**src/logic/ssel_pkg.sv**
```systemverilog
// Purpose: Shared constants and carriers for the sub map window selector.
// Assumes: Slave address bytes arrive already assembled by the two-wire front end.
// Notes: Offsets and codes are held once here and used by name in the design.
package ssel_pkg;

   // Main map register that holds the window select field.
   localparam logic [7:0] SEL_REG_OFFSET = 8'h0e;
   localparam int SEL_LSB = 5;
   localparam int SEL_MSB = 6;
   localparam logic [7:0] SEL_REG_RESET = 8'h00;

   // Window select codes.
   localparam logic [1:0] SEL_USER = 2'h0;
   localparam logic [1:0] SEL_VBI = 2'h1;
   localparam logic [1:0] SEL_USER2 = 2'h2;

   // Slave address bytes; bit 1 of the main address follows the pin.
   localparam logic [7:0] MAIN_ADDR_BASE = 8'h40;
   localparam int ADDR_PIN_BIT = 1;
   localparam logic [7:0] POST_ADDR_WRITE = 8'h84;
   localparam logic [7:0] POST_ADDR_READ = 8'h85;

   // Map that a transfer reaches.
   typedef enum logic [2:0] {
      MAP_NONE,
      MAP_USER,
      MAP_VBI,
      MAP_USER2,
      MAP_POST
   } ssel_map_e;

   // Decoded view of one slave address byte.
   typedef struct packed {
      logic hit;
      logic read;
      ssel_map_e map;
   } ssel_route_s;

   // All state of the selector.
   typedef struct packed {
      logic [7:0] ctrl;
      logic pin_meta;
      logic pin_sync;
      ssel_route_s route;
      logic [7:0] rdata;
      logic wr_ack;
   } ssel_state_s;

endpackage : ssel_pkg

```
**src/logic/ssel_top.sv**
```systemverilog
// Purpose: Routes main-map register traffic to one of three sub maps or the postprocessor map.
// Assumes: A two-wire front end on MCLK_IN hands over address bytes and register accesses.
// Notes: The address pin is asynchronous and is synchronised before decoding.
//
// Behaviour
// - Three sub maps share the main-map slave address.
// - After reset the select field is 00, reaching the user sub map.
// - Field bits 6:5 of register 0x0E: 01 VBI map, 10 second user map.
// - Postprocessor map answers at 0x84 write and 0x85 read always.
// - Address pin sets bit 1 of main address: 0x40/0x41 or 0x42/0x43.
// - Address bit 0 high means read, low means write.
`timescale 1ns/1ps
module ssel_top
   import ssel_pkg::*;
(
   input wire logic MCLK_IN,
   input wire logic RSTN_IN,
   input wire logic CE_IN,
   input wire logic ADDRESS_SELECT_PIN_IN,
   input wire logic ADDR_VALID_IN,
   input wire logic [7:0] ADDR_BYTE_IN,
   input wire logic REG_WR_IN,
   input wire logic [7:0] REG_OFFSET_IN,
   input wire logic [7:0] REG_WDATA_IN,
   output logic ADDR_HIT_OUT,
   output logic READ_OUT,
   output ssel_map_e MAP_OUT,
   output logic [1:0] SUBMAP_SELECT_OUT,
   output logic [7:0] REG_RDATA_OUT,
   output logic REG_WR_ACK_OUT
);

   ssel_state_s st;
   ssel_state_s next_st;

   // Turns a select code into the sub map it opens; reserved codes fall back to user.
   function automatic ssel_map_e sub_map(input logic [1:0] code);
      unique case (code)
         SEL_VBI: sub_map = MAP_VBI;
         SEL_USER2: sub_map = MAP_USER2;
         default: sub_map = MAP_USER;
      endcase
   endfunction : sub_map

   // Decodes one slave address byte against the pin level and the current field.
   function automatic ssel_route_s decode(input logic [7:0] addr, input logic pin,
                                          input logic [1:0] code);
      ssel_route_s r;
      logic [7:0] main_addr;
      main_addr = MAIN_ADDR_BASE;
      main_addr[ADDR_PIN_BIT] = pin;
      r.read = addr[0];
      r.hit = 1'b0;
      r.map = MAP_NONE;
      if (addr == POST_ADDR_WRITE || addr == POST_ADDR_READ) begin
         r.hit = 1'b1;
         r.map = MAP_POST;
      end else if (addr[7:1] == main_addr[7:1]) begin
         r.hit = 1'b1;
         r.map = sub_map(code);
      end
      return r;
   endfunction : decode

   // Next-state logic; the select register is reachable whichever sub map is open,
   // so the host can always return to the user sub map.
   always_comb begin
      next_st = st;
      next_st.pin_meta = ADDRESS_SELECT_PIN_IN;
      next_st.pin_sync = st.pin_meta;
      next_st.wr_ack = 1'b0;
      if (ADDR_VALID_IN) begin
         next_st.route = decode(ADDR_BYTE_IN, st.pin_sync, st.ctrl[SEL_MSB:SEL_LSB]);
      end
      if (REG_WR_IN && REG_OFFSET_IN == SEL_REG_OFFSET) begin
         next_st.ctrl = REG_WDATA_IN;
         next_st.wr_ack = 1'b1;
      end
      next_st.rdata = (REG_OFFSET_IN == SEL_REG_OFFSET) ? next_st.ctrl : 8'h00;
   end

   // State register; clock enable freezes everything.
   always_ff @(posedge MCLK_IN or negedge RSTN_IN) begin
      if (!RSTN_IN) begin
         st.ctrl <= SEL_REG_RESET;
         st.pin_meta <= 1'b0;
         st.pin_sync <= 1'b0;
         st.route <= '{hit: 1'b0, read: 1'b0, map: MAP_NONE};
         st.rdata <= 8'h00;
         st.wr_ack <= 1'b0;
      end else if (CE_IN) begin
         st <= next_st;
      end
   end

   // Outputs come straight from the state flip-flops, so no decode glitch reaches a pin.
   assign ADDR_HIT_OUT = st.route.hit;
   assign READ_OUT = st.route.read;
   assign MAP_OUT = st.route.map;
   assign SUBMAP_SELECT_OUT = st.ctrl[SEL_MSB:SEL_LSB];
   assign REG_RDATA_OUT = st.rdata;
   assign REG_WR_ACK_OUT = st.wr_ack;

   // Properties.
   property p_reset_user;
      @(posedge MCLK_IN) $rose(RSTN_IN) |-> SUBMAP_SELECT_OUT == 2'h0;
   endproperty
   a_reset_user: assert property (p_reset_user) else $error("select not 00 after reset");

   property p_post_any;
      @(posedge MCLK_IN) disable iff (!RSTN_IN)
      CE_IN && ADDR_VALID_IN && (ADDR_BYTE_IN == 8'h84 || ADDR_BYTE_IN == 8'h85)
      |=> ADDR_HIT_OUT && MAP_OUT == MAP_POST;
   endproperty
   a_post_any: assert property (p_post_any) else $error("post map missed");

   property p_vbi;
      @(posedge MCLK_IN) disable iff (!RSTN_IN)
      CE_IN && ADDR_VALID_IN && ADDR_BYTE_IN[7:1] == {MAIN_ADDR_BASE[7:2], st.pin_sync}
      && SUBMAP_SELECT_OUT == SEL_VBI |=> MAP_OUT == MAP_VBI;
   endproperty
   a_vbi: assert property (p_vbi) else $error("code 01 not vbi map");

   property p_user2;
      @(posedge MCLK_IN) disable iff (!RSTN_IN)
      CE_IN && ADDR_VALID_IN && ADDR_BYTE_IN[7:1] == {MAIN_ADDR_BASE[7:2], st.pin_sync}
      && SUBMAP_SELECT_OUT == SEL_USER2 |=> MAP_OUT == MAP_USER2;
   endproperty
   a_user2: assert property (p_user2) else $error("code 10 not user map 2");

   property p_reserved;
      @(posedge MCLK_IN) disable iff (!RSTN_IN)
      CE_IN && ADDR_VALID_IN && ADDR_BYTE_IN[7:1] == {MAIN_ADDR_BASE[7:2], st.pin_sync}
      && SUBMAP_SELECT_OUT inside {2'h0, 2'h3} |=> MAP_OUT == MAP_USER;
   endproperty
   a_reserved: assert property (p_reserved) else $error("default not user map");

   property p_pin_bit;
      @(posedge MCLK_IN) disable iff (!RSTN_IN)
      CE_IN && ADDR_VALID_IN && ADDR_BYTE_IN[7:2] == 6'h10
      && ADDR_BYTE_IN[1] != st.pin_sync |=> !ADDR_HIT_OUT;
   endproperty
   a_pin_bit: assert property (p_pin_bit) else $error("wrong pin address accepted");

   property p_dir;
      @(posedge MCLK_IN) disable iff (!RSTN_IN)
      CE_IN && ADDR_VALID_IN |=> READ_OUT == $past(ADDR_BYTE_IN[0]);
   endproperty
   a_dir: assert property (p_dir) else $error("direction bit lost");

   property p_shared;
      @(posedge MCLK_IN) disable iff (!RSTN_IN)
      CE_IN && ADDR_VALID_IN && ADDR_BYTE_IN[7:1] == {MAIN_ADDR_BASE[7:2], st.pin_sync}
      |=> ADDR_HIT_OUT;
   endproperty
   a_shared: assert property (p_shared) else $error("main address not answered");

   property p_write_sel;
      @(posedge MCLK_IN) disable iff (!RSTN_IN)
      CE_IN && REG_WR_IN && REG_OFFSET_IN == SEL_REG_OFFSET
      |=> SUBMAP_SELECT_OUT == $past(REG_WDATA_IN[SEL_MSB:SEL_LSB]) && REG_WR_ACK_OUT;
   endproperty
   a_write_sel: assert property (p_write_sel) else $error("select write lost");

   // A low clock enable must hold every state bit, the synchroniser included.
   property p_freeze;
      @(posedge MCLK_IN) disable iff (!RSTN_IN)
      !CE_IN |=> $stable(st);
   endproperty
   a_freeze: assert property (p_freeze) else $error("state moved with enable low");

   // Writes to other offsets belong to other registers and must leave the field alone.
   property p_other_offset;
      @(posedge MCLK_IN) disable iff (!RSTN_IN)
      CE_IN && REG_WR_IN && REG_OFFSET_IN != SEL_REG_OFFSET
      |=> $stable(SUBMAP_SELECT_OUT) && !REG_WR_ACK_OUT;
   endproperty
   a_other_offset: assert property (p_other_offset) else $error("foreign offset");

   // The acknowledge is one cycle long unless another select write follows at once.
   property p_ack_pulse;
      @(posedge MCLK_IN) disable iff (!RSTN_IN)
      CE_IN && REG_WR_ACK_OUT && !(REG_WR_IN && REG_OFFSET_IN == SEL_REG_OFFSET)
      |=> !REG_WR_ACK_OUT;
   endproperty
   a_ack_pulse: assert property (p_ack_pulse) else $error("ack stretched");

   // A byte for neither our main address nor the postprocessor must find no map.
   property p_miss;
      @(posedge MCLK_IN) disable iff (!RSTN_IN)
      CE_IN && ADDR_VALID_IN && ADDR_BYTE_IN[7:1] != {MAIN_ADDR_BASE[7:2], st.pin_sync}
      && ADDR_BYTE_IN[7:1] != POST_ADDR_WRITE[7:1] |=> !ADDR_HIT_OUT && MAP_OUT == MAP_NONE;
   endproperty
   a_miss: assert property (p_miss) else $error("foreign address accepted");

   // The route stands until the next byte, since the host reads it during the whole transfer.
   property p_route_hold;
      @(posedge MCLK_IN) disable iff (!RSTN_IN)
      CE_IN && !ADDR_VALID_IN |=> $stable(st.route);
   endproperty
   a_route_hold: assert property (p_route_hold) else $error("route changed idle");

   // Read data of the select register follows the offset one cycle later.
   property p_rdata;
      @(posedge MCLK_IN) disable iff (!RSTN_IN)
      CE_IN && !REG_WR_IN && REG_OFFSET_IN == SEL_REG_OFFSET |=> REG_RDATA_OUT == st.ctrl;
   endproperty
   a_rdata: assert property (p_rdata) else $error("select read data wrong");

   // Other offsets read as zero, so a stale select value never leaks out.
   property p_rdata_other;
      @(posedge MCLK_IN) disable iff (!RSTN_IN)
      CE_IN && REG_OFFSET_IN != SEL_REG_OFFSET |=> REG_RDATA_OUT == 8'h00;
   endproperty
   a_rdata_other: assert property (p_rdata_other) else $error("foreign read data");

   c_vbi: cover property (@(posedge MCLK_IN) MAP_OUT == MAP_VBI);
   c_user2: cover property (@(posedge MCLK_IN) MAP_OUT == MAP_USER2);
   c_post: cover property (@(posedge MCLK_IN) MAP_OUT == MAP_POST);
   c_back: cover property (@(posedge MCLK_IN) SUBMAP_SELECT_OUT == 2'h2 ##1
                           SUBMAP_SELECT_OUT == 2'h0);

endmodule : ssel_top

```
**config.mk**
```make
export PLATFORM = sky130hd
export DESIGN_NAME = ssel_top
export DESIGN_NICKNAME = d
export VERILOG_FILES = /design/src/logic/ssel_pkg.sv /design/src/logic/ssel_top.sv
export SDC_FILE = /design/constraint.sdc
export NUM_CORES = 1
export LEC_CHECK = 0
export BUFFER_PORTS_ARGS = -buffer_cell sky130_fd_sc_hd__clkbuf_2
export CORE_MARGIN = 2
export CORE_UTILIZATION = 30
export CTS_BUF_LIST = sky130_fd_sc_hd__clkbuf_16
export DETAILED_ROUTE_END_ITERATION = 8
export PLACE_DENSITY = 0.5
export SETUP_SLACK_MARGIN = 0.5
export SYNTH_ARGS = -nofsm -noshare
export SYNTH_HDL_FRONTEND = slang
export SYNTH_SLANG_ARGS = --single-unit
export TNS_END_PERCENT = 5
```
**constraint.sdc**
```tcl
create_clock -name MCLK_IN -period 1.1 [get_ports MCLK_IN]
set_clock_uncertainty 0.15 [all_clocks]
set_input_delay 0.11 -clock MCLK_IN [delete_from_list [all_inputs] [get_ports MCLK_IN]]
set_output_delay 0.11 -clock MCLK_IN [all_outputs]
set_load 0.1 [all_outputs]
```
After elaboration in Yosys (flattened, before gate mapping)
Cells that the tools add are included.

word-level totals
  output and inout port bits = 16
  input bits = 30
  bits in registers = 24
  word-level logic and storage cells = 25

operators by class
  muxes and demuxes = 8
  eq/ne operators = 6
  reductions and logical operators = 3

operator list
  kind                number
  $eq 8x8->1 const B  2
  $mux 8              2
  $eq 8x4->1 const B  1
  $eq 7x6->1          1
  $pmux 2 s2          1
  $mux 1              3
  $mux 3              1
  $eq 2x1->1 const B  1
  $eq 2x2->1 const B  1
  $mux 2              1
  $reduce_and 2->1    1
  $logic_and 1x1->1   1
  $logic_or 1x1->1    1

Logic depth before layout (Yosys ltp)
Gate-level depths: netlist of the first run.

  depth in word-level cells = 4
  mapped depth = 4
  gate-level depth less buffers = 3

Worst setup path after synthesis of the first run
No wires, ideal clock.

  path kind = register to register
  start = register, netlist name READ_OUT
  end = register st, in the netlist READ_OUT
  required time = 824 ps
  setup time = 126 ps
  period minus slack after synthesis = 1,410 ps
  arrival time = 1,134 ps
  setup slack = -310 ps
  buffers on the path = 0
  cell stages (with the launch flop) = 2
  cells stage by stage = dfrtp_1 mux2_2

RTL lines
  element               line            RTL
  to (signal assigned)  ssel_top.sv:92  st <= next_st;
  to (decl)             ssel_top.sv:33  ssel_state_s st;

Worst setup path in the final report of the first run
  start = register st, in the netlist SUBMAP_SELECT_OUT[1]
  end = output SUBMAP_SELECT_OUT[1]

RTL lines
  element    line            RTL
  to (decl)  ssel_top.sv:28  output logic [1:0] SUBMAP_SELECT_OUT,

No word-level cell between the ends.

==> out/qor.txt, run 1 <==
outcome = finished with violations
failing checks = hold timing, setup timing
Req. time, crit path = 840 ps
register area share after synthesis = 49.48%
Worst Setup End Kind = output port
CP Cell Sequence = buf_6 > buf_12
max cap viols = 0
hold_ws = -364.1 ps
P&R area growth vs syn = 52.78%
Routed WL = 2.569 mm
Die Span X = 67.61 um
Root Driver = clkbuf_16
core footprint = 3943 um2
# diodes = 0
Peak VDD IR = 0.4924 mV
initial antenna violation count = 0
Worst-Skew Late Latency = 250 ps
Startpoint Class = flip-flop
Avg Vias per Cell = 4.387
Hold Crit Class = in -> async
Worst Setup Path Type = reg -> out
minimum clock period = 1218 ps
TritonCTS clock tree = done
synth unique cells = 20
final setup fails = 21
drt drc = 0
Synth Register Bits = 24
post-route insts no fill = 199
H-Tree Level Count = 1
number of flops mapped to enable cells by yosys = 0
initial drt markers = 13
pwr/cell area = 1231 nW/um2
pin slew with the least headroom to its limit = 370.3 ps
placed cells = 194
Detail Route Antenna Nets = 0
IO buf count = 45
vias = 873
slowest library cell on the worst path = dfrtp_1
Hold Violations, Final = 35
fin nets = 181
most frequent cells in the layout = 29 x clkbuf_2, 21 x dfrtp_1, 17 x mux2_2, 17 x buf_12, 15 x nand2_1
Final Slew Violations = 0
Detail Placement HPWL = 1.953 mm
RSZ-0062 raised after global routing = yes
Synth Instances = 108
Mapped Nets = 139
Worst Path Arrival = 960 ps
Die Ht = 67.61 um
syn_area_per_cell = 11.24 um2
Tot Pwr = 2.283 mW
Initial Util = 30.78%
Sink Count = 24
commonest non-fill, non-tap cell in the layout = clkbuf_2
GP Congestion = 0.7775
Fmax achieved = 821.1 MHz
WP buf/inv = 2
Die ar. = 4570 um2
P_leak = 0.8492 nW
drt pass-1 iters = 3
final worst path period share = 110.7%
critical path depth = 2
asr flop ratio synth = 100.0%
Total GRT Usage = 13.08%
Fin Setup TNS = -512.8 ps
Ys Warns = 0
cts bufs inserted = 3
Max FO, Critical Path = 4
CTS clk-pin slew, worst paths = 60 ps
grt ovf = 0
first-pass GRT wire length = 4.402 mm
share of layout cells above drive strength 1 = 57.05%
Worst path max stage delay = 410 ps
vias in the first global route = 971
fin util = 47.03%
FF-to-FF path depth = 4
Max-slew headroom = 74.98%
final worst-path setup slack = -117.9 ps
crit-path leading delay family = flip-flops
drt wl/cell = 12.91 um
largest net degree at the start of global routing = 25
I/O pins = 46
ys flop type = dfrtp_1
Post-Syn Area = 1214 um2
row count = 23
worst-case clock buffer depth = 2
[stage by stage]
| stage | area, um2 | setup slack [ps] |
|---|---|---|
| floorplan | 1220 | -92.27 |
| global placement | 1703 | -257.6 |
| CTS | 1851 | -121.2 |
| finish | 1854 | -117.9 |
| detailed placement | 1703 | -294.5 |
| global route | 1854 | -153.6 |
[area by class of cell]
| cell class | count | area (um2) |
|---|---|---|
| clock buffers | 3 | 75.07 |
| clock inverters | 1 | 30.03 |
| fillers | 365 | 2088 |
| inverters | 10 | 37.54 |
| multi-input cells | 58 | 493.0 |
| flip-flops and latches | 24 | 606.8 |
| well taps | 50 | 62.56 |
| repair buffers | 53 | 549.3 |
[power breakdown]
| group | total [mW] | switching, mW | internal (mW) |
|---|---|---|---|
| sequential | 0.928 | 0.0199 | 0.908 |
| combinational | 0.324 | 0.167 | 0.158 |
| clock | 1.03 | 0.308 | 0.723 |
[worst paths after layout]
kind	end	from	slack (ps)
setup / recovery	SUBMAP_SELECT_OUT[1]	SUBMAP_SELECT_OUT[1]	-120
hold / removal	REG_RDATA_OUT[7]	RSTN_IN	-360
hold reg to reg	st[18]	st[18]	360
min in group MCLK_IN	ADDR_HIT_OUT	ADDR_VALID_IN	-60
setup reg to reg	REG_RDATA_OUT[5]	SUBMAP_SELECT_OUT[0]	-80
max in group asynchronous	REG_WR_ACK_OUT	RSTN_IN	1000
[kinds of logic (layout without fill, tap and decap cells)]
logic type	Yosys count	in the layout	share of synthesized area, %
buffers and inverters	26	67	12.16
DFF	24	24	49.48
and+or+nand+nor	23	23	12.37
muxes	19	19	17.63
AOI/OAI and AO/OA	14	14	6.597
adders and majority gates	1	1	1.031
xor gates and xnor gates	1	1	0.7218
[routing by layer]
metal / GRT usage (%) / vias to the layer above / part of all wire (%)
li1: - / 438 / -
met1: 15.99 / 410 / 44
met2: 20.96 / 19 / 49
met3: 2.167 / 6 / 3.3
met4: 8.929 / 0 / 3.5
met5: 0 / - / 0
[registers in the layout (all words and copies together), names as in the netlist]
signal	cells
REG_WR_ACK_OUT	1
SUBMAP_SELECT_OUT	2
next_st	1
READ_OUT	1
REG_RDATA_OUT	8
ADDR_HIT_OUT	1
MAP_OUT	3
st	7
[Yosys cell counts (2+ instances only)]
cell,n,area share [%]
inv_1,10,3.1
mux2_2,19,18
buf_4,13,8.0
clkbuf_1,2,0.62
dfrtp_1,24,49
nand2_1,15,4.6
o22ai_1,8,4.1
o21ai_0,5,2.1
[timing repair]
item                                    in CTS  in global routing
endpoints found under the setup margin      40                 40
pin swaps                                    5                  2
setup buffers                                1                  0
hold endpoints to repair                    36                 35
resized for setup                            9                  1
(Power assumes the default switching activity.)
==> run 2: changes to the inputs <==
--- a/config.mk
+++ b/config.mk
@@ -7,10 +7,10 @@
 export LEC_CHECK = 0
 export BUFFER_PORTS_ARGS = -buffer_cell sky130_fd_sc_hd__clkbuf_2
 export CORE_MARGIN = 2
-export CORE_UTILIZATION = 30
+export CORE_UTILIZATION = 41
 export CTS_BUF_LIST = sky130_fd_sc_hd__clkbuf_16
 export DETAILED_ROUTE_END_ITERATION = 8
-export PLACE_DENSITY = 0.5
+export PLACE_DENSITY = 0.66
 export SETUP_SLACK_MARGIN = 0.5
 export SYNTH_ARGS = -nofsm -noshare
 export SYNTH_HDL_FRONTEND = slang
==> run 2 against run 1 <==
The flow still finishes with violations (hold timing, setup timing); die area fell by 25%; setup slack better by 5.3 ps; first-iteration DRC count grew 15%; core utilization increased by 17 points; fmax increased by 0.44%; wire length increased by 0.47%; sequential power about the same; critical path type unchanged; sequential share of layout area rose by 1.1 points; flip-flop and latch count unchanged; clock-buffer cell count unchanged; hold slack gained 44 ps; non-clock buffer count decreased by 1.
==> out/qor.txt, run 2 (same netlist as run 1, synthesis figures left out) <==
# diodes = 0 (unchanged)
Die ar. = 3411 um2 (-25%)
Root Driver = clkbuf_16
vias = 908 (+4.0%)
RSZ-0062 raised after global routing = yes
Worst Setup End Kind = output port
final worst-path setup slack = -112.6 ps (+5.326 ps)
Startpoint Class = flip-flop
pin slew with the least headroom to its limit = 530.6 ps (+160.3 ps)
Initial Util = 43.63% (+13 points)
outcome = finished with violations
grt ovf = 0 (unchanged)
Hold Crit Class = in -> async
core footprint = 2781 um2 (-29%)
switching portion of total power = 23.83% (+2.2 points)
TritonCTS clock tree = done
max cap viols = 0 (unchanged)
worst setup path startpoint = SUBMAP_SELECT_OUT[0]
largest net degree at the start of global routing = 25 (unchanged)
IO buf count = 45 (unchanged)
max reg flops = 8 (unchanged)
P_leak = 0.8385 nW (-1.3%)
internal power = 1.547 mW (-14%)
WP buf/inv = 2 (unchanged)
Avg Vias per Cell = 5.073 (+16%)
filler instances = 219 (-40%)
CTS clk-pin slew, worst paths = 60 ps (about the same)
combinational group share of total power = 16.0% (+1.8 points)
Hold Violations, Final = 36 (+2.9%)
placed cells = 173 (-11%)
Req. time, crit path = 840 ps (about the same)
CP Cell Sequence = buf_6 > buf_12
Detail Route Antenna Nets = 0 (unchanged)
Peak VDD IR = 1.169 mV (+140%)
pwr/cell area = 1133 nW/um2 (-8.0%)
cts bufs inserted = 3 (unchanged)
Fmax achieved = 824.7 MHz (+0.44%)
crit-path leading delay family = flip-flops
Worst path max stage delay = 410 ps (about the same)
Sw Pwr = 484.0 uW (-2.1%)
row count = 19 (-17%)
commonest non-fill, non-tap cell in the layout = clkbuf_2
drt drc = 0 (unchanged)
reg2reg start = SUBMAP_SELECT_OUT[1]
Worst-Skew Late Latency = 250 ps (about the same)
Sink Count = 24 (unchanged)
worst-case clock buffer depth = 2 (unchanged)
post-route insts no fill = 179 (-10%)
first-pass GRT wire length = 4.388 mm (-0.32%)
initial antenna violation count = 0 (unchanged)
Worst Setup Path Type = reg -> out
fin util = 64.46% (+17 points)
Final Slew Violations = 0 (unchanged)
vias in the first global route = 950 (-2.2%)
fin nets = 180 (-0.55%)
minimum clock period = 1213 ps (-5.326 ps)
share of layout cells above drive strength 1 = 58.11% (+1.1 points)
Max-slew headroom = 64.63% (-10 points)
Die Span X = 58.41 um (-14%)
Sequential Power Share = 45.7% (+5.0 points)
Total GRT Usage = 17.37% (+4.3 points)
P&R area growth vs syn = 47.73%
GP Congestion = 0.8498 (+9.3%)
drt wl/cell = 14.42 um (+12%)
Post-Place Worst Slack = -288.2 ps (+6.318 ps)
final worst path period share = 110.2% (-0.48 points)
Worst Path Arrival = 950 ps (about the same)
H-Tree Level Count = 1 (unchanged)
Clk pwr share = 38.3% (-6.8 points)
drt pass-1 iters = 4 (+1)
I/O pins = 46 (unchanged)
Die Ht = 58.41 um (-14%)
final setup fails = 19 (-9.5%)
Max FO, Critical Path = 3 (-1)
Fin Setup TNS = -633.5 ps (-120.7 ps)
failing checks = hold timing, setup timing
Routed WL = 2.581 mm (+0.47%)
flop2flop setup slack = -90 ps (about the same)
most frequent cells in the layout = 28 x clkbuf_2, 21 x dfrtp_1, 16 x mux2_2, 16 x buf_12, 12 x nand2_1
slowest library cell on the worst path = dfrtp_1
hold_ws = -320.5 ps (+43.67 ps)
initial drt markers = 15 (+2)
Detail Placement HPWL = 2.006 mm (+2.7%)
-- run 2: cell count changes in the layout (fill, tap and decap cells not counted), sizes merged --
cell	delta
clkbuf	-1
inv	+1
bufinv	-1
-- run 2: worst register-to-register path: cells and delay by family, from the launching register on --
kind,cells,cell delay (ps)
buffers and inverters,1,130
flip-flops,1,410
AO/OA/AOI/OAI,1,50
multiplexers,1,260
AND/OR/NAND/NOR,1,60
-- run 2: power by group through the flow --
stage / sequential [mW] / clock [mW] / combinational [mW]
final: 0.929 / 0.777 / 0.325
after floorplan: 0.981 / 0 / 0.119
after CTS: 0.928 / 0.797 / 0.321
after global placement: 0.941 / 0 / 0.295
after detailed placement: 0.943 / 0 / 0.302
after global routing: 0.931 / 0.843 / 0.350
-- run 2: layout make-up --
type	instances	area, um2	area share (%)
flip-flops and latches	24	606.8	33.85
repair buffers	52	533.0	29.73
multi-input cells	58	498.0	27.77
clock buffers	3	75.07	4.187
well taps	31	38.79	2.163
inverters	10	37.54	2.094
clock inverters	1	3.754	0.2094
-- run 2: per-layer routing --
| layer | global-route usage (%) | vias to the layer above | wire, um |
|---|---|---|---|
| met4 | 8.638 | 0 | 53 |
| met1 | 19.86 | 444 | 1046 |
| met2 | 30.50 | 17 | 1389 |
| met3 | 3.736 | 4 | 92 |
| met5 | 0 | - | 0 |
| li1 | - | 443 | - |
-- run 2: timing repair --
action / CTS / global route
setup buffers: 2 / 0
setup endpoints to repair: 40 / 41
endpoints found under the hold margin: 35 / 35
pin swaps: 4 / 3
resized for setup: 9 / 7
-- run 2: path summary, 6_finish.rpt --
check | endpoint | cells after the start
setup / recovery | SUBMAP_SELECT_OUT[0] | 2
hold / removal | READ_OUT | 1
setup reg to reg | REG_RDATA_OUT[6] | 4
hold reg to reg | st[19] | 1
max in group asynchronous | REG_WR_ACK_OUT | 1
min in group MCLK_IN | next_st[14] | 2
-- run 2: stage by stage --
| stage | area (um2) | total power, mW |
|---|---|---|
| after global routing | 1793 | 2.124 |
| after detailed placement | 1652 | 1.245 |
| after floorplan | 1220 | 1.100 |
| final | 1793 | 2.031 |
| after global placement | 1652 | 1.236 |
| after CTS | 1770 | 2.046 |
